$ cat src/design/ptm_pkg.sv
// Package with register map, field positions and reset values of the protocol timer.
package ptm_pkg;
    // Register indices; the byte address on the bus is four times the index.
    localparam logic [5:0] IDX_TIMER_MODE = 6'h2A;
    localparam logic [5:0] IDX_PRESCALE_LO = 6'h2B;
    localparam logic [5:0] IDX_RELOAD_HI = 6'h2C;
    localparam logic [5:0] IDX_RELOAD_LO = 6'h2D;
    localparam logic [5:0] IDX_COUNT_HI = 6'h2E;
    localparam logic [5:0] IDX_COUNT_LO = 6'h2F;
    localparam logic [5:0] IDX_CONTROL = 6'h38;
    localparam logic [5:0] IDX_CONFIG = 6'h39;
    localparam logic [5:0] IDX_IRQ_STATUS = 6'h3A;
    localparam logic [5:0] IDX_IRQ_MASK = 6'h3B;
    localparam int ADDR_W = 8;
    localparam int IDX_LSB = 2;

    // Fields of timer_mode_config.
    localparam int TM_AUTO_BIT = 7;
    localparam int TM_GATE_HI = 6;
    localparam int TM_GATE_LO = 5;
    localparam int TM_RELOAD_BIT = 4;
    localparam int TM_PRE_HI = 3;

    // Command bits of control_register; they read back as zero.
    localparam int CTL_STOP_BIT = 7;
    localparam int CTL_START_BIT = 6;

    // Fields of the configuration register.
    localparam int CFG_MULTI_BIT = 0;
    localparam int CFG_EVEN_BIT = 1;
    localparam int CFG_FIELD_BIT = 2;
    localparam int CFG_FIVE_BIT = 3;

    // Interrupt status and mask layout.
    localparam int IRQ_W = 2;
    localparam int IRQ_TIMEOUT = 0;
    localparam int IRQ_AUTOSTOP = 1;

    localparam logic [7:0] RST_BYTE = 8'h00;
    localparam logic [15:0] RST_COUNT = 16'h0000;
    localparam logic [2:0] BITS_STOP_FIVE = 3'h5;
    localparam logic [2:0] BITS_STOP_FOUR = 3'h4;

    typedef enum logic [1:0] {
        PTM_GATE_NONE,
        PTM_GATE_SECURE,
        PTM_GATE_AUXILIARY_PIN_ONE,
        PTM_GATE_ADDR3
    } ptm_gate_e;
endpackage : ptm_pkg

$ cat src/design/ptm_timer.sv
// Protocol timer with auto start/stop, gating, reload and carrier prescaler behind APB.
//
// Design decision made here: the APB slave port.
`timescale 1ns/100ps
module ptm_timer
    import ptm_pkg::*;
(
    input wire logic pclk,
    input wire logic presetn,
    input wire logic psel,
    input wire logic penable,
    input wire logic pwrite,
    input wire logic [31:0] paddr,
    input wire logic [31:0] pwdata,
    input wire logic [3:0] pstrb,
    output logic [31:0] prdata,
    output logic pready,
    output logic pslverr,
    input wire logic tx_end,
    input wire logic field_on,
    input wire logic rx_bit,
    input wire logic carrier_in,
    input wire logic secure_signal_input,
    input wire logic auxiliary_pin_one,
    input wire logic address_pin_three,
    output logic running_flag,
    output logic timeout_irq_flag,
    output logic irq
);
    logic [7:0] timer_mode_config_q;
    logic [7:0] prescaler_low_byte_q;
    logic [15:0] reload_value_q;
    logic [3:0] config_q;
    logic [IRQ_W-1:0] status_q;
    logic [IRQ_W-1:0] status_d;
    logic [IRQ_W-1:0] mask_q;
    logic [15:0] count_q;
    logic [15:0] count_d;
    logic running_q;
    logic running_d;
    logic [2:0] bits_q;
    logic [12:0] pre_q;
    logic field_q;
    logic [31:0] prdata_q;
    logic pready_q;
    logic pslverr_q;
    logic irq_q;

    // Pin inputs pass two flip-flops; the carrier gets a third stage for its edge.
    // The carrier must stay below half of pclk, or edges are lost.
    logic [3:0] sync1_q;
    logic [3:0] sync2_q;
    logic carrier_old_q;
    wire [3:0] pins_raw = {carrier_in, address_pin_three, auxiliary_pin_one,
                           secure_signal_input};
    always_ff @(posedge pclk or negedge presetn) begin
        if (!presetn) begin
            sync1_q <= 4'h0;
            sync2_q <= 4'h0;
            carrier_old_q <= 1'b0;
        end else begin
            sync1_q <= pins_raw;
            sync2_q <= sync1_q;
            carrier_old_q <= sync2_q[3];
        end
    end
    wire carrier_edge = sync2_q[3] & ~carrier_old_q;

    // Bus decode.
    // Only byte lane zero carries data; misaligned or out-of-range addresses are refused.
    wire [5:0] idx = paddr[ADDR_W-1:IDX_LSB];
    wire aligned = (paddr[IDX_LSB-1:0] == 2'h0) && (paddr[31:ADDR_W] == 24'h0);
    wire hit_mode = aligned && idx == IDX_TIMER_MODE;
    wire hit_pre = aligned && idx == IDX_PRESCALE_LO;
    wire hit_rhi = aligned && idx == IDX_RELOAD_HI;
    wire hit_rlo = aligned && idx == IDX_RELOAD_LO;
    wire hit_chi = aligned && idx == IDX_COUNT_HI;
    wire hit_clo = aligned && idx == IDX_COUNT_LO;
    wire hit_ctl = aligned && idx == IDX_CONTROL;
    wire hit_cfg = aligned && idx == IDX_CONFIG;
    wire hit_sts = aligned && idx == IDX_IRQ_STATUS;
    wire hit_msk = aligned && idx == IDX_IRQ_MASK;
    wire hit_any = hit_mode | hit_pre | hit_rhi | hit_rlo | hit_chi | hit_clo
                 | hit_ctl | hit_cfg | hit_sts | hit_msk;
    wire access = psel & penable;
    // A write lands only at the edge where pready is sampled high.
    wire wr_en = access & pready_q & pwrite & pstrb[0];
    wire [7:0] wbyte = pwdata[7:0];
    wire [7:0] rd_byte =
        hit_mode ? timer_mode_config_q :
        hit_pre ? prescaler_low_byte_q :
        hit_rhi ? reload_value_q[15:8] :
        hit_rlo ? reload_value_q[7:0] :
        hit_chi ? count_q[15:8] :
        hit_clo ? count_q[7:0] :
        hit_cfg ? {4'h0, config_q} :
        hit_sts ? {6'h00, status_q} :
        hit_msk ? {6'h00, mask_q} : RST_BYTE;

    // Access phase lasts two cycles: pready rises in the second one.
    always_ff @(posedge pclk or negedge presetn) begin
        if (!presetn) begin
            pready_q <= 1'b0;
            pslverr_q <= 1'b0;
            prdata_q <= 32'h0000_0000;
        end else begin
            pready_q <= access & ~pready_q;
            pslverr_q <= access & ~pready_q & ~hit_any;
            prdata_q <= (access & ~pready_q & ~pwrite) ? {24'h00_0000, rd_byte} : 32'h0000_0000;
        end
    end

    // Register storage.
    always_ff @(posedge pclk or negedge presetn) begin
        if (!presetn) begin
            timer_mode_config_q <= RST_BYTE;
            prescaler_low_byte_q <= RST_BYTE;
            reload_value_q <= RST_COUNT;
            config_q <= 4'h0;
            mask_q <= 2'h0;
        end else if (wr_en) begin
            if (hit_mode) timer_mode_config_q <= wbyte;
            if (hit_pre) prescaler_low_byte_q <= wbyte;
            if (hit_rhi) reload_value_q[15:8] <= wbyte;
            if (hit_rlo) reload_value_q[7:0] <= wbyte;
            if (hit_cfg) config_q <= wbyte[3:0];
            if (hit_msk) mask_q <= wbyte[IRQ_W-1:0];
        end
    end

    // Mode fields.
    wire auto_start_enable = timer_mode_config_q[TM_AUTO_BIT];
    wire [1:0] gate_select = timer_mode_config_q[TM_GATE_HI:TM_GATE_LO];
    wire reload_on_zero = timer_mode_config_q[TM_RELOAD_BIT];
    wire [3:0] prescale_upper_nibble = timer_mode_config_q[TM_PRE_HI:0];
    wire [7:0] prescale_lower_byte = prescaler_low_byte_q;
    wire multi_frame_receive = config_q[CFG_MULTI_BIT];
    wire even_prescale_select = config_q[CFG_EVEN_BIT];
    wire initial_field_on = config_q[CFG_FIELD_BIT];
    wire five_bit_mode = config_q[CFG_FIVE_BIT];

    // Prescaler: counts carrier edges 0..2P (odd) or 0..2P+1 (even).
    wire [11:0] prescale_value = {prescale_upper_nibble, prescale_lower_byte};
    wire [12:0] pre_limit = {prescale_value, even_prescale_select};
    wire pre_wrap = pre_q >= pre_limit;
    wire tick = carrier_edge & pre_wrap;

    // Gate selection.
    // A closed gate holds the count; the running flag stays set.
    logic gate_open;
    always_comb begin
        unique case (ptm_gate_e'(gate_select))
            PTM_GATE_NONE: gate_open = 1'b1;
            PTM_GATE_SECURE: gate_open = sync2_q[0];
            PTM_GATE_AUXILIARY_PIN_ONE: gate_open = sync2_q[1];
            PTM_GATE_ADDR3: gate_open = sync2_q[2];
        endcase
    end

    // Start and stop events.
    wire field_rise = field_on & ~field_q;
    wire start_auto = auto_start_enable & (tx_end | (initial_field_on & field_rise));
    wire start_sw = wr_en & hit_ctl & wbyte[CTL_START_BIT];
    wire start_evt = start_auto | start_sw;
    wire stop_now_command = wr_en & hit_ctl & wbyte[CTL_STOP_BIT];
    wire [2:0] bits_limit = five_bit_mode ? BITS_STOP_FIVE : BITS_STOP_FOUR;
    wire auto_stop = auto_start_enable & ~multi_frame_receive & running_q & rx_bit
                   & (bits_q + 3'h1 == bits_limit);
    wire dec_en = running_q & tick & gate_open;
    wire at_zero = count_q == RST_COUNT;
    wire last_step = dec_en & (count_q <= 16'h0001) & ~reload_on_zero;

    // The prescaler rests at zero while stopped and restarts with every start.
    // A rate written between runs therefore takes effect cleanly from the next start.
    always_ff @(posedge pclk or negedge presetn) begin
        if (!presetn) begin
            pre_q <= 13'h0000;
        end else if (start_evt || !running_q) begin
            pre_q <= 13'h0000;
        end else if (carrier_edge) begin
            pre_q <= pre_wrap ? 13'h0000 : pre_q + 13'h0001;
        end
    end

    // Later assignments win: a start overrides an auto-stop or zero, stop-now overrides all.
    always_comb begin
        running_d = running_q;
        count_d = count_q;
        if (dec_en) begin
            if (at_zero && reload_on_zero) begin
                count_d = reload_value_q;
            end else if (!at_zero) begin
                count_d = count_q - 16'h0001;
            end
            if (last_step) running_d = 1'b0;
        end
        if (auto_stop) running_d = 1'b0;
        if (start_evt) begin
            running_d = 1'b1;
            count_d = reload_value_q;
        end
        if (stop_now_command) running_d = 1'b0;
    end

    always_ff @(posedge pclk or negedge presetn) begin
        if (!presetn) begin
            running_q <= 1'b0;
            count_q <= RST_COUNT;
            field_q <= 1'b0;
        end else begin
            running_q <= running_d;
            count_q <= count_d;
            field_q <= field_on;
        end
    end

    // Received bits are counted from each start.
    // The count saturates at its limit, so a long frame cannot wrap it.
    always_ff @(posedge pclk or negedge presetn) begin
        if (!presetn) begin
            bits_q <= 3'h0;
        end else if (start_evt) begin
            bits_q <= 3'h0;
        end else if (running_q & rx_bit & (bits_q != bits_limit)) begin
            bits_q <= bits_q + 3'h1;
        end
    end

    // Interrupt status: a new event wins over a write-one clear.
    // The interrupt is built from the next status, so it rises on the flag's edge.
    logic [IRQ_W-1:0] irq_set;
    logic [IRQ_W-1:0] irq_clr;
    assign irq_set = {auto_stop & ~start_evt, last_step};
    assign irq_clr = (wr_en & hit_sts) ? wbyte[IRQ_W-1:0] : 2'h0;
    assign status_d = (status_q & ~irq_clr) | irq_set;
    always_ff @(posedge pclk or negedge presetn) begin
        if (!presetn) begin
            status_q <= 2'h0;
            irq_q <= 1'b0;
        end else begin
            status_q <= status_d;
            irq_q <= |(status_d & mask_q);
        end
    end

    assign prdata = prdata_q;
    assign pready = pready_q;
    assign pslverr = pslverr_q;
    assign running_flag = running_q;
    assign timeout_irq_flag = status_q[IRQ_TIMEOUT];
    assign irq = irq_q;
endmodule : ptm_timer

$ cat config.mk
export PLATFORM = sky130hd
export DESIGN_NAME = ptm_timer
export DESIGN_NICKNAME = d
export VERILOG_FILES = /design/src/design/ptm_pkg.sv /design/src/design/ptm_timer.sv
export SDC_FILE = /design/constraint.sdc
export NUM_CORES = 1
export LEC_CHECK = 0
export BUFFER_PORTS_ARGS = -buffer_cell sky130_fd_sc_hd__buf_2
export CORE_ASPECT_RATIO = 1.4
export CORE_MARGIN = 2
export CORE_UTILIZATION = 55
export DETAILED_ROUTE_END_ITERATION = 10
export PLACE_DENSITY = 0.83
export SLEW_MARGIN = 40
export SYNTH_ARGS = -nofsm -noshare
export SYNTH_HDL_FRONTEND = slang
export SYNTH_SLANG_ARGS = --single-unit
$ cat constraint.sdc
create_clock -name pclk -period 3.5 [get_ports pclk]
set_clock_uncertainty 0.2 [all_clocks]
set_input_delay 0.175 -clock pclk [delete_from_list [all_inputs] [get_ports pclk]]
set_output_delay 0.175 -clock pclk [all_outputs]
set_load 0.01 [all_outputs]
### After elaboration in Yosys (flattened, before gate mapping)

Index checks and enable logic that the tools add are counted.
W data, S select, Z words.

* register bits: 94
* latch bits: 0
* memory bits (writable): 0
* ROM bits: 0
* input port bits: 80
* output and inout port bits: 37
* memories: 0

* add/sub/neg operators: 3
* $mul: 0
* divide/modulo/power cells: 0
* $lt $le $gt $ge: 2
* equality and inequality tests: 16
* shift operators: 0
* mux-type cells: 27
* bitwise operators: 50
* reductions and logical operators: 32

Operators by type and width (count)
* $mux W16: 4
* $eq A6 B6 Y1 const B: 10
* $mux W8: 7
* $mux W13: 3
* $and A1 B1 Y1: 27
* $logic_not A24 Y1: 1
* $le A16 B1 Y1 const B: 1
* $logic_not A16 Y1: 1
* $reduce_and A2 Y1: 8
* $sub A16 B1 Y16 const B: 1
* $add A13 B1 Y13 const B: 1
* $ge A13 B13 Y1: 1
* $logic_and A1 B1 Y1: 12
* $or A1 B1 Y1: 11
* $not A1 Y1: 8
* $reduce_bool A4 Y1: 2
* $mux W1: 6
* $mux W2: 3
* $mux W3: 2
* $reduce_bool A2 Y1: 3
* $and A2 B2 Y2: 2
* $eq A2 B2 Y1 const B: 2
* $logic_not A2 Y1: 2
* $mux W4: 1
* 11 further kinds: 11

### Logic depth before layout (Yosys ltp)

* depth after elaboration: 14
* gate-level depth with buffers: 11

### Least setup slack after synthesis

OpenSTA, ideal clock, no wires.

* path type: flip-flop to flip-flop
* from: register count_q[0]
* to: register count_q[13]
* arrival: 2.190 ns
* required time: 3.179 ns
* slack: 0.989 ns
* cell stages (with the launch flop): 11
* period minus slack after synthesis: 2.511 ns
* cells stage by stage: dfrtp_1 -> inv_1 -> ha_1 -> or4b_1 -> nor4_4 -> nand2_1 -> a21o_4 -> buf_6 -> buf_6 -> a21oi_2 -> a21oi_2

* cells in the longest elaborated chain, start to end: 5
* elaborated cells on any way between the ends: 9
* classes of those cells: add/sub (1); eq/ne (1); mux (4); reduce/logical (3)

RTL lines
* start, declared: RTL line ptm_timer.sv:37 `logic [15:0] count_q;`
* start signal, assigned: RTL line ptm_timer.sv:212 `count_q <= count_d;`
* $sub A16 B1 Y16 or $logic_not A16 Y1 (tied branches): RTL line ptm_timer.sv:193, ptm_timer.sv:170
* $mux W16 or $logic_and A1 B1 Y1 (tied branches): RTL line ptm_timer.sv:192, ptm_timer.sv:190
* $mux W16: RTL line ptm_timer.sv:190 `if (at_zero && reload_on_zero) begin`
* $mux W16: RTL line ptm_timer.sv:189 `if (dec_en) begin`
* $mux W16: RTL line ptm_timer.sv:198 `if (start_evt) begin`

Several ways; a longest one is shown, not always the timed one. The select of a mux whose other input is x is not followed.
A chain may end at the register's enable or synchronous reset.

### Final worst setup path

* from: register count_q[1]
* to: register count_q[15]

Same word-level chain as after synthesis.

==> impl_metrics.json <==
{
  "synth-main-ff-cell": "dfrtp_1",
  "dp_worst_setup_slack_ns": 0.498,
  "depth_of_the_worst_register_to_register_path": 8,
  "gr-usage-met3_pct": 6.39,
  "net-switching-power_uw": 527,
  "timing.critical_path.cells": "inv_1 > ha_1 > or4b_1 > nor4_4 > nand2_1 > a21oi_2 > a21oi_1 > o2bb2a_2",
  "synth_area_leader_cell": "dfrtp_1",
  "setup_slack_ns": 0.517,
  "max_cap_violations": 0,
  "syn_avg_cell_area_um2": 10.6,
  "synthMostInstantiatedCell": "dfrtp_1",
  "die_h_um": 122,
  "grt_antenna_before_repair": 0,
  "buffers_and_inverters_on_the_worst_path": 1,
  "slew_at_the_pin_closest_to_its_max_slew_limit_ns": 0.685,
  "final_layout_size_suffix_gt1_share_pct": 27.3,
  "power.share.combinational_pct": 5.6,
  "crit_required_ns": 3.54,
  "yosysTopAreaCellShare_pct": 42.8,
  "synth_edf_count": 0,
  "pin_count_of_the_biggest_net_entering_global_routing": 77,
  "final_period_minus_worst_setup_slack_ns": 2.98,
  "clock_path_buffers": 2,
  "syn2layout_area_growth_pct": 14.2,
  "antenna_violating_nets_post_route": 0,
  "p_leak_nw": 3.03,
  "regToRegStartpoint": "count_q[1]",
  "report.final.slew_viol_count": 0,
  "tritoncts_clock_tree": "built",
  "hpwlAfterDp_mm": 9.73,
  "worst-endpoint-arrival_ns": 3.03,
  "whs_endpoint": "running_flag",
  "worst_setup_hold_path_clk_slew_ns": 0.07,
  "timing.setup.critical_path_class": "flop to flop",
  "cell_internal_pwr_mw": 1.77,
  "first_global_vias": 4323,
  "whs_ns": 0.0441,
  "worst_setup_path_start_kind": "flop",
  "fillers": 775,
  "unrepaired_setup_endpoints_after_global_routing": "false",
  "gr-total-overflow": 0,
  "max_clock_freq_mhz": 335,
  "htree_levels": 3,
  "path_max_fanout": 9,
  "post_cts.repair.setup_buffers": 0,
  "finalCoreUtilization_pct": 63.7,
  "reg2reg_slack_ns": 0.52,
  "asyncSetResetFlopFracSynth_pct": 100,
  "origin_of_the_worst_min_delay_path": "pstrb[0]",
  "power.density_nw_per_um2": 366,
  "gr-usage-all-layers_pct": 26.4,
  "critical_path.top_delay_family": "simple AND/OR/NAND/NOR gates",
  "synthCells": 519,
  "finalWirelength_mm": 13.6,
  "globalRouteMet2Util_pct": 43.9,
  "number_of_buffers_created_by_cts": 9,
  "placement_rows": 43,
  "post_synth_most_frequent_cells": "dfrtp_1 (94), mux2_2 (38), nor2_1 (31), a21oi_1 (29), nand2_1 (29)",
  "number_of_endpoints_failing_setup_at_the_final_stage": 0,
  "io-pin-count": 117,
  "drtPass1Iterations": 5,
  "drt-initial-drc-count": 449,
  "drc": 0,
  "worst_path_largest_cell_delay_ns": 0.55,
  "final-hold-violation-count": 0,
  "synth_top_cells_by_area": "dfrtp_1 (43%), mux2_2 (7.8%), ha_1 (3.9%)",
  "run_status": "finished clean",
  "synth.ff_latch_count": 94,
  "vdd_drop_max_mv": 0.372,
  "core_area_um2": 9850,
  "worst_path_max_delay_cell": "or4b_1",
  "reg2reg_to": "count_q[15]",
  "power_frac_clock_pct": 46.7,
  "hold_path_depth": 3,
  "synthesis.area_um2": 5500,
  "p_sw_share_pct": 22.9,
  "globalRoute.busiestLayer": "met2",
  "num-nets-final": 691,
  "vias": 4445,
  "routabilityCongestion": 0.970,
  "dr_vias_cell": 6.06,
  "clkSinkCount": 94,
  "antenna-diode-count": 0,
  "start_util_pct": 55.8,
  "cts_root_buffer": "clkbuf_16",
  "io_buffer_count": 65,
  "global_route.usage.met1_pct": 31.9,
  "fp.dieArea_um2": 10800,
  "yosysWarningCount": 0,
  "portion_of_the_post_synthesis_area_used_by_sequential_elements_pct": 42.8,
  "final.period_utilization_pct": 85.2,
  "power_frac_seq_pct": 47.7,
  "hold_path.class": "input port to flop",
  "grt_first_pass_wirelength_mm": 21.6,
  "endpoint_kind": "flop",
  "clk-insertion-delay-late_ns": 0.36,
  "wl_per_cell_um": 18.6,
  "timing.max_slew.rel_slack_pct": 54.4,
  "totalNegativeSetupSlack_ns": 0,
  "die_width_um": 88.5,
  "number_of_distinct_standard_cells_referenced_by_the_synthesized_netlist": 77
}
through the flow:
stage	cell area, um2	instances	power, mW
floorplan	5580	542	1.18
global placement	5780	701	1.23
detailed placement	5780	701	1.23
CTS	6270	733	2.30
global route	6270	733	2.36
finish	6270	733	2.30
per-layer routing:
layer | up-vias | routed length, um | share of wire [%]
li1 | 2031 | - | -
met2 | 184 | 7110 | 52
met4 | 0 | 519 | 3.8
met1 | 2190 | 5120 | 38
met3 | 40 | 851 | 6.3
met5 | - | 0 | 0
worst max path at each step:
stage	startpoint	end	slack, ns	cells past startpoint
floorplan	count_q[0]	count_q[13]	0.99	10
global placement	count_q[1]	count_q[9]	0.56	10
detailed placement	count_q[1]	count_q[9]	0.50	10
CTS	count_q[1]	count_q[9]	0.46	10
global route	count_q[1]	count_q[15]	0.38	8
finish	count_q[1]	count_q[15]	0.52	8
tightest hold or removal path: cells and delay by family:
| family | cells | cell delay [ns] |
|---|---|---|
| compound gates | 1 | 0.12 |
| simple gates | 1 | 0.17 |
| buf+inv | 1 | 0.09 |
cell families after synthesis:
family | count (synthesis) | synth area share, %
mux | 49 | 11.4
fa+ha+maj | 17 | 3.87
simple gates | 162 | 17.6
flops | 94 | 42.8
buf+inv | 67 | 7.49
other cells | 1 | 0.0682
compound gates | 123 | 15.9
xor+xnor | 6 | 0.956
cells in the final DEF, fill, tap and decap left out, types with 7 or more instances in the layout:
master / instances
a21o_1: 10
and3_1: 12
dlygate4sd3_1: 17
mux2_2: 38
dfrtp_1: 94
clkbuf_16: 9
conb_1: 24
inv_1: 23
nor4_1: 14
buf_2: 64
mux4_2: 7
ha_1: 17
nand2_1: 29
a21oi_1: 29
nand3_1: 14
nor2b_1: 7
nor3b_2: 8
o21ai_0: 21
nand4_1: 7
nor2_1: 31
cell type report:
cell class	count	area, um2	share of cell area (%)
Multi-Input combinational cell	381	2820	45.0
Timing Repair Buffer	85	524	8.35
Sequential cell	94	2350	37.5
Inverter	23	86.3	1.38
Clock buffer	9	225	3.59
Clock inverter	6	93.8	1.50
Tap cell	135	169	2.69
power groups by stage:
stage	registers, mW	logic, mW	clock network [mW]
floorplan	1.12	0.0602	0
global placement	1.12	0.109	0
detailed placement	1.12	0.114	0
CTS	1.10	0.129	1.08
global route	1.10	0.144	1.12
finish	1.10	0.130	1.07
state kept, by name, summed over array words and instances (netlist names):
signal	cells
mask_q	2
pready	1
carrier_old_q	1
sync2_q	4
pslverr	1
sync1_q	4
prdata	8
pre_q	13
status_q	2
prescale_lower_byte	8
field_q	1
config_q	4
running_flag	1
timer_mode_config_q	8
reload_value_q	16
bits_q	3
count_q	16
irq	1
what timing repair did:
| action | CTS | global route |
|---|---|---|
| hold buffers | 17 | 0 |
| hold endpoints to repair | 118 | 0 |
| resized for setup | 0 | 0 |
(Power assumes the default switching activity.)
